### src/verilog/eeac_regs.svh
`ifndef EEAC_REGS_SVH
`define EEAC_REGS_SVH

// Register byte offsets on the APB bus.
`define EEAC_OFF_CTRL 8'h00
`define EEAC_OFF_ADDR 8'h04
`define EEAC_OFF_DATA 8'h08
`define EEAC_OFF_STATUS 8'h0C
`define EEAC_OFF_MASK 8'h10

// Control register fields.
`define EEAC_CTRL_RD_BIT 0
`define EEAC_CTRL_WR_BIT 1
`define EEAC_CTRL_ARM_BIT 2
`define EEAC_CTRL_SPM_BIT 3

// Reset values.
`define EEAC_RST_ADDR 16'h0000
`define EEAC_RST_DATA 8'h00
`define EEAC_RST_EVENTS 3'h0

// Timing in mclk cycles, and write time in oscillator cycles.
`define EEAC_ARM_WINDOW 3'h4
`define EEAC_STALL_WR 3'h2
`define EEAC_STALL_RD 3'h4
`define EEAC_WRITE_OSC_CYCLES 67584
// Typical write time that the oscillator count gives, for reference only.
`define EEAC_WRITE_TYP_US 8500

`endif

### src/verilog/eeac_pkg.sv
package eeac_pkg;

	typedef enum {
		EEAC_IDLE,
		EEAC_PROG
	} eeac_state_e;

	// Sticky event flags; status and mask share this layout.
	typedef struct packed {
		logic wr_fail;
		logic rd_done;
		logic wr_done;
	} eeac_events_s;

endpackage

### src/verilog/eeac_top.sv
// Functional notes
// - Write strobe sits at control bit 1, read strobe at bit 0.
// - A write starts only if strobe is set while master arm is already set.
// - Strobe must follow arming within four cycles; arm times out after.
// - A strobe after the arm timed out abandons the write.
// - No EEPROM programming while self-programming of flash is busy.
// - Hardware clears the write strobe when the write time has elapsed.
// - Setting the write strobe stalls the CPU for two cycles.
// - A read strobe loads the addressed byte into the data register at once.
// - Setting the read strobe stalls the CPU for four cycles.
// - During a write, reads are ignored and the address is frozen.
// - A write lasts 67584 calibrated oscillator cycles.
//
// Local design decisions: the APB slave port and the register addresses.
`timescale 1ns/100ps
`include "eeac_regs.svh"

module eeac_top #(
	parameter int ADDR_W = 9,
	parameter int WRITE_OSC_CYCLES = `EEAC_WRITE_OSC_CYCLES
) (
	// Clock and reset
	input wire logic mclk,
	input wire logic reset,
	// APB slave
	input wire logic psel,
	input wire logic penable,
	input wire logic pwrite,
	input wire logic [7:0] paddr,
	input wire logic [31:0] pwdata,
	output logic [31:0] prdata,
	output logic pready,
	output logic pslverr,
	// Flash interlock and write timing
	input wire logic self_program_busy,
	input wire logic rc_osc_clk,
	// CPU side
	output logic cpu_stall,
	output logic irq
);

	////////////////////////////////////////////////////////////////////////
	localparam int PCNT_W = $clog2(WRITE_OSC_CYCLES + 1);
	localparam int DEPTH = 1 << ADDR_W;
	localparam logic [PCNT_W-1:0] PCNT_LAST = PCNT_W'(WRITE_OSC_CYCLES - 1);

	generate
		if (ADDR_W < 1 || ADDR_W > 16) begin : g_bad_addr
			$error("eeac_top: ADDR_W must lie between 1 and 16");
		end
		if (WRITE_OSC_CYCLES < 2) begin : g_bad_count
			$error("eeac_top: WRITE_OSC_CYCLES must be at least 2");
		end
	endgenerate

	////////////////////////////////////////////////////////////////////////
	logic [7:0] mem [DEPTH];

	logic pready_reg;
	logic pslverr_reg;
	logic [31:0] prdata_reg;
	logic cpu_stall_reg;
	logic irq_reg;

	logic [ADDR_W-1:0] addr_reg;
	logic [7:0] data_reg;
	logic [7:0] wr_data_reg;
	logic [2:0] arm_cnt_reg;
	logic [2:0] arm_cnt_next;
	logic [2:0] stall_reg;
	logic [2:0] stall_next;
	logic [PCNT_W-1:0] prog_cnt_reg;
	eeac_pkg::eeac_state_e state_reg;
	eeac_pkg::eeac_events_s status_reg;
	eeac_pkg::eeac_events_s status_next;
	eeac_pkg::eeac_events_s mask_reg;
	eeac_pkg::eeac_events_s events;

	logic spm_meta_reg;
	logic spm_sync_reg;
	logic osc_meta_reg;
	logic osc_sync_reg;
	logic osc_prev_reg;

	////////////////////////////////////////////////////////////////////////
	// Bus decode.
	function automatic logic hit(input logic [7:0] a, input logic [7:0] off);
		hit = (a == off);
	endfunction

	wire access = psel & penable & pready_reg;
	wire wr_acc = access & pwrite;
	wire rd_acc = access & ~pwrite;
	wire sel_ctrl = hit(paddr, `EEAC_OFF_CTRL);
	wire sel_addr = hit(paddr, `EEAC_OFF_ADDR);
	wire sel_data = hit(paddr, `EEAC_OFF_DATA);
	wire sel_status = hit(paddr, `EEAC_OFF_STATUS);
	wire sel_mask = hit(paddr, `EEAC_OFF_MASK);
	wire mapped = sel_ctrl | sel_addr | sel_data | sel_status | sel_mask;
	wire ctrl_wr = wr_acc & sel_ctrl;

	wire busy = (state_reg == eeac_pkg::EEAC_PROG);
	wire arm_active = (arm_cnt_reg != 3'h0);
	wire osc_tick = osc_sync_reg & ~osc_prev_reg;
	wire prog_last = busy & osc_tick & (prog_cnt_reg == PCNT_LAST);
	wire [7:0] rd_byte = mem[addr_reg];

	wire wr_strobe_in = pwdata[`EEAC_CTRL_WR_BIT];
	wire rd_strobe_in = pwdata[`EEAC_CTRL_RD_BIT];
	wire arm_in = pwdata[`EEAC_CTRL_ARM_BIT];

	wire wr_go = ctrl_wr & wr_strobe_in & arm_active & ~busy & ~spm_sync_reg;
	wire wr_reject = ctrl_wr & wr_strobe_in & ~wr_go & ~busy;
	wire rd_go = ctrl_wr & rd_strobe_in & ~wr_strobe_in & ~busy;
	wire addr_we = wr_acc & sel_addr & ~busy;
	wire arm_set = ctrl_wr & arm_in & ~wr_strobe_in;

	wire [31:0] ctrl_view = {28'h0000000, spm_sync_reg, arm_active, busy, 1'b0};
	wire [31:0] rdata_mux =
		sel_ctrl ? ctrl_view :
		sel_addr ? {{(32 - ADDR_W){1'b0}}, addr_reg} :
		sel_data ? {24'h000000, data_reg} :
		sel_status ? {29'h0000000, status_reg} :
		sel_mask ? {29'h0000000, mask_reg} : 32'h00000000;

	////////////////////////////////////////////////////////////////////////
	// Arming window and stall counters.
	always_comb begin
		if (arm_set) begin
			arm_cnt_next = `EEAC_ARM_WINDOW;
		end else if (ctrl_wr & wr_strobe_in) begin
			arm_cnt_next = 3'h0;
		end else if (arm_active) begin
			arm_cnt_next = arm_cnt_reg - 3'h1;
		end else begin
			arm_cnt_next = 3'h0;
		end
	end

	always_comb begin
		if (wr_go) begin
			stall_next = `EEAC_STALL_WR;
		end else if (rd_go) begin
			stall_next = `EEAC_STALL_RD;
		end else if (stall_reg != 3'h0) begin
			stall_next = stall_reg - 3'h1;
		end else begin
			stall_next = 3'h0;
		end
	end

	// A set in the same cycle as a status read wins over the clear.
	assign events = '{wr_fail: wr_reject, rd_done: rd_go, wr_done: prog_last};
	assign status_next = (rd_acc & sel_status) ? events : (status_reg | events);

	////////////////////////////////////////////////////////////////////////
	// Synchronisers for the flash busy level and the oscillator.
	always_ff @(posedge mclk or posedge reset) begin
		if (reset) begin
			spm_meta_reg <= 1'b0;
			spm_sync_reg <= 1'b0;
			osc_meta_reg <= 1'b0;
			osc_sync_reg <= 1'b0;
			osc_prev_reg <= 1'b0;
		end else begin
			spm_meta_reg <= self_program_busy;
			spm_sync_reg <= spm_meta_reg;
			osc_meta_reg <= rc_osc_clk;
			osc_sync_reg <= osc_meta_reg;
			osc_prev_reg <= osc_sync_reg;
		end
	end

	////////////////////////////////////////////////////////////////////////
	// APB answer: one wait state, held off further while the CPU is stalled.
	always_ff @(posedge mclk or posedge reset) begin
		if (reset) begin
			pready_reg <= 1'b0;
			pslverr_reg <= 1'b0;
			prdata_reg <= 32'h00000000;
		end else begin
			pready_reg <= psel & penable & ~pready_reg & (stall_reg == 3'h0);
			pslverr_reg <= psel & penable & ~pready_reg & (stall_reg == 3'h0) & ~mapped;
			prdata_reg <= rdata_mux;
		end
	end

	////////////////////////////////////////////////////////////////////////
	// Write sequencer, timed by the calibrated oscillator.
	always_ff @(posedge mclk or posedge reset) begin
		if (reset) begin
			state_reg <= eeac_pkg::EEAC_IDLE;
			prog_cnt_reg <= '0;
		end else begin
			case (state_reg)
				eeac_pkg::EEAC_IDLE: begin
					prog_cnt_reg <= '0;
					if (wr_go) begin
						state_reg <= eeac_pkg::EEAC_PROG;
					end
				end
				eeac_pkg::EEAC_PROG: begin
					if (osc_tick) begin
						prog_cnt_reg <= prog_cnt_reg + PCNT_W'(1);
					end
					if (prog_last) begin
						state_reg <= eeac_pkg::EEAC_IDLE;
					end
				end
				default: begin
					state_reg <= eeac_pkg::EEAC_IDLE;
				end
			endcase
		end
	end

	// The byte is committed only at the end, so an abandoned write never alters the array.
	always_ff @(posedge mclk) begin
		if (prog_last) begin
			mem[addr_reg] <= wr_data_reg;
		end
	end

	////////////////////////////////////////////////////////////////////////
	// Software-visible registers.
	always_ff @(posedge mclk or posedge reset) begin
		if (reset) begin
			addr_reg <= ADDR_W'(`EEAC_RST_ADDR);
			data_reg <= `EEAC_RST_DATA;
			wr_data_reg <= `EEAC_RST_DATA;
			arm_cnt_reg <= 3'h0;
			stall_reg <= 3'h0;
			status_reg <= `EEAC_RST_EVENTS;
			mask_reg <= `EEAC_RST_EVENTS;
		end else begin
			arm_cnt_reg <= arm_cnt_next;
			stall_reg <= stall_next;
			status_reg <= status_next;
			if (addr_we) begin
				addr_reg <= pwdata[ADDR_W-1:0];
			end
			if (rd_go) begin
				data_reg <= rd_byte;
			end else if (wr_acc & sel_data) begin
				data_reg <= pwdata[7:0];
			end
			if (wr_go) begin
				wr_data_reg <= data_reg;
			end
			if (wr_acc & sel_mask) begin
				mask_reg <= pwdata[2:0];
			end
		end
	end

	always_ff @(posedge mclk or posedge reset) begin
		if (reset) begin
			cpu_stall_reg <= 1'b0;
			irq_reg <= 1'b0;
		end else begin
			cpu_stall_reg <= (stall_next != 3'h0);
			irq_reg <= |(status_next & mask_reg);
		end
	end

	assign pready = pready_reg;
	assign pslverr = pslverr_reg;
	assign prdata = prdata_reg;
	assign cpu_stall = cpu_stall_reg;
	assign irq = irq_reg;
endmodule

### config.mk
export PLATFORM = sky130hd
export DESIGN_NAME = eeac_top
export DESIGN_NICKNAME = d
export VERILOG_FILES = /design/src/verilog/eeac_pkg.sv /design/src/verilog/eeac_top.sv
export VERILOG_INCLUDE_DIRS = /design/src /design/src/verilog
export SDC_FILE = /design/constraint.sdc
export NUM_CORES = 2
export LEC_CHECK = 0
export BUFFER_PORTS_ARGS = -buffer_cell sky130_fd_sc_hd__buf_2
export CAP_MARGIN = 20
export CORE_UTILIZATION = 30
export CTS_CLUSTER_DIAMETER = 40
export CTS_CLUSTER_SIZE = 24
export DETAILED_ROUTE_END_ITERATION = 10
export PLACE_DENSITY = 0.46
export SLEW_MARGIN = 15
export SYNTH_ARGS = -nofsm -noshare
export SYNTH_HDL_FRONTEND = slang
export SYNTH_SLANG_ARGS = --single-unit
export TNS_END_PERCENT = 5
### constraint.sdc
create_clock -name mclk -period 8.8 [get_ports mclk]
set_clock_uncertainty 0.15 [all_clocks]
set_input_delay 1.76 -clock mclk [delete_from_list [all_inputs] [get_ports mclk]]
set_output_delay 1.76 -clock mclk [all_outputs]
set_load 0.05 [all_outputs]
==> qor_table.md <==
| Result | Reported |
|---|---|
| Outcome | complete, no violations |
| Flip-flop count of the largest register, all copies and words added | 4096 |
| Worst setup slack after layout | 2770 ps |
| DIE HEIGHT | 737 um |
| Gate count after technology mapping | 7957 |
| Clock tree sinks | 4169 |
| CP Class | reg -> reg |
| LEAKAGE | 47.4 nW |
| PostCTS Resize Cnt | 0 |
| Leading post-synthesis cells by instance count | 4096 x sky130_fd_sc_hd__edfxtp_1, 853 x sky130_fd_sc_hd__mux4_2, 627 x sky130_fd_sc_hd__nor2_1 |
| Total negative setup slack | 0 ps |
| Vias per inst | 5.28 |
| Reg clk slew, reported paths | 60 ps |
| Largest cells by area after synthesis | sky130_fd_sc_hd__edfxtp_1 76%, sky130_fd_sc_hd__mux4_2 12%, sky130_fd_sc_hd__mux2i_1 2.7% |
| Buffers and inverters on the worst path | 4 |
| Area share of the largest cell type after synthesis | 0.760 |
| Critical Path Slowest Stage Cell | sky130_fd_sc_hd__a211oi_1 |
| Hold slack final | 206 ps |
| Cell row count | 269 |
| Number of buffers on the longest clock path | 4 |
| Largest vdd supply drop | 0.165 mV |
| Overall die area | 543000 um^2 |
| Layout fillers | 49700 |
| Fraction of layout cells with a size suffix above 1 | 0.250 |
| Hold-fix buffers at CTS | 0 |
| Setup slack of the most critical reg-to-reg path | 2770 ps |
| PD cells | 235 nW/um^2 |
| Worst Setup End Kind | flop |
| H-tree levels | 6 |
| Floorplan core area | 537000 um^2 |
| Setup repair after global routing missed its margin | false |
| Antenna Nets Post-Route | 0 |
| Achievable frequency | 166 MHz |
| Number of warnings issued by yosys | 0 |
| Number of optimization iterations in the first detailed-route pass | 6 |
| Starting DRC count in detailed routing | 9698 |
| Number of global-route vias before repair | 85100 |
| Root Buffer Master | sky130_fd_sc_hd__clkbuf_16 |
| Area added between synthesis and finish | 17.8% |
| Postcts setup bufs | 0 |
| Final worst path period need | 6030 ps |
| Total CTS buffers | 557 |
| Delay-heaviest family, CP | compound AO/OA/AOI/OAI gates |
| Tot Pwr | 44.8 mW |
| Post-synth EDFFs | 4096 |
| Count of distinct cell types in the synthesized netlist | 80 |
| Class of the tightest hold or removal check | reg -> reg |
| Number of register bits inferred by synthesis | 4169 |
| Pin count of the biggest net entering global routing | 217 |
| Total count of max-transition violations in the final report | 0 |
| Area of the mapped netlist | 162000 um^2 |
| Width of the chip | 737 um |
| Initial antenna violation count | 52 |
| Average wire per cell in the routed design | 33.7 um |
| Critical path peak fanout | 94 |
| Routability cong. | 0.840 |
| IO Port Bufs | 36 |
| Global-route wire length before repair | 731000 um |
| Clock insertion delay at the later pin of the skew report | 1070 ps |
| Final Core Density | 0.355 |
| Initial Util | 0.301 |
| Sequential share of the synthesized area | 0.771 |
| Number of max-capacitance violations reported | 0 |
| Maximum cell stage delay along the critical path | 1010 ps |
| Worst-margin pin slew | 1310 ps |
| Global routing usage summed across all routing layers | 0.194 |
| Post-synthesis async set-or-reset flop share | 0.0175 |
| Critical Path Source | addr_reg[1] |
| Total vias in the final route | 84300 |
| Finish-stage setup viols | 0 |
| Worst setup SP type | flop |
| Clock tree from TritonCTS | done |
| Most frequent cell after synthesis | sky130_fd_sc_hd__edfxtp_1 |
| IO Pins | 83 |
| Congestion Overflow GR | 0 |
| Worst path cell trace | buf_12, buf_12, mux4_2, mux2_2, nand3_1, o21ai_1, a211oi_1, nand4b_1, nor4_1, buf_2, buf_4, a211oi_1 |
| Crit path required time | 9550 ps |
| Commonest register cell after synthesis | sky130_fd_sc_hd__edfxtp_1 |
| Final routed DRC violation total | 0 |
| Data arrival time of the critical path | 6780 ps |
| Hold Startpoint | osc_meta_reg |
| Synthesized area divided by synthesized cell count | 20.3 um^2 |
| Fraction of the cycle the final worst path needs | 0.686 |
| Post-layout nets | 8380 |
| Slew margin rel. | 0.126 |
| Final hold violations | 0 |
| Launch instance of the worst register-to-register path | addr_reg[1] |
| Estimated wirelength of the detail-placed design | 332000 um |
| Leading area contributor after synthesis | sky130_fd_sc_hd__edfxtp_1 |
| Aggregate routed wire length | 538000 um |
| Post-place setup slack | 2740 ps |
## worst paths after layout
path	endpoint	cells past startpoint
worst max-delay path	data_reg[7]	12
worst min-delay path	osc_sync_reg	0
max in group asynchronous	wr_data_reg[2]	3
min in group asynchronous	addr_reg[3]	2
worst min register to register	osc_sync_reg	0
worst max register to register	data_reg[7]	12
## final cells by class
type	instances	area (um^2)	share of cell area
diodes	9	22.5	0.000118
clock buffers	633	14800	0.0774
multi-input cells	3271	35000	0.183
well taps	7181	8980	0.0471
clock inverters	384	4340	0.0227
flip-flops and latches	4169	125000	0.654
inverters	13	63.8	0.000334
repair buffers	318	2760	0.0145
## stage by stage
stage / std cells / instance area [um^2]
6_report: 16000 / 191000
4_1_cts: 16000 / 191000
3_3_place_gp: 14900 / 172000
2_1_floorplan: 7979 / 162000
5_1_grt: 16000 / 191000
3_5_place_dp: 14900 / 172000
## worst reg2reg max path: cells and delay by family (launching register included)
family | cells | cell delay [ps]
DFF | 1 | 820
AOI/OAI and AO/OA | 3 | 1510
and+or+nand+nor | 3 | 1000
muxes | 2 | 880
buffers and inverters | 4 | 1520
## layout by cell type (no fill, tap or decap), types with 16 or more instances in the layout
cell	instances
sky130_fd_sc_hd__a211oi_1	17
sky130_fd_sc_hd__a21oi_1	97
sky130_fd_sc_hd__a221oi_1	48
sky130_fd_sc_hd__a22o_1	25
sky130_fd_sc_hd__a22oi_1	242
sky130_fd_sc_hd__a31oi_1	48
sky130_fd_sc_hd__and2_1	16
sky130_fd_sc_hd__and3_1	29
sky130_fd_sc_hd__buf_12	35
sky130_fd_sc_hd__buf_2	37
sky130_fd_sc_hd__buf_4	243
sky130_fd_sc_hd__bufinv_16	71
sky130_fd_sc_hd__clkbuf_1	50
sky130_fd_sc_hd__clkbuf_16	583
sky130_fd_sc_hd__clkinv_1	70
sky130_fd_sc_hd__clkinv_2	70
sky130_fd_sc_hd__clkinv_4	38
sky130_fd_sc_hd__clkinvlp_4	56
sky130_fd_sc_hd__conb_1	23
sky130_fd_sc_hd__dfrtp_1	60
sky130_fd_sc_hd__edfxtp_1	4096
sky130_fd_sc_hd__inv_6	60
sky130_fd_sc_hd__mux2_2	45
sky130_fd_sc_hd__mux2i_1	434
sky130_fd_sc_hd__mux4_2	853
sky130_fd_sc_hd__nand2_1	194
sky130_fd_sc_hd__nand3_1	85
sky130_fd_sc_hd__nand4_1	40
sky130_fd_sc_hd__nor2_1	617
sky130_fd_sc_hd__nor3_1	41
sky130_fd_sc_hd__o21ai_0	76
sky130_fd_sc_hd__o22ai_1	60
## cell families after synthesis
kind of cell    synth area share
compound gates            0.0321
other cells            0.0000232
fa+ha+maj               0.000232
xor+xnor                0.000703
simple gates              0.0317
mux                        0.149
flops                      0.771
buf+inv                   0.0158
## power by group
group	leakage (nW)	total [mW]	internal [mW]	switching, mW
registers	29.2	21.5	21.5	0.0150
logic	9.03	0.0791	0.0244	0.0547
clock network	9.21	23.2	14.3	8.96
## layer usage
metal  vias to the layer above  wire (um)  global-route usage
met2                      3634     251000               0.309
li1                      33800          -                   -
met1                     46000     225000               0.265
met5                         -         75                   0
met3                       774      40500              0.0356
met4                        12      21800              0.0696
(Power assumes the default switching activity.)
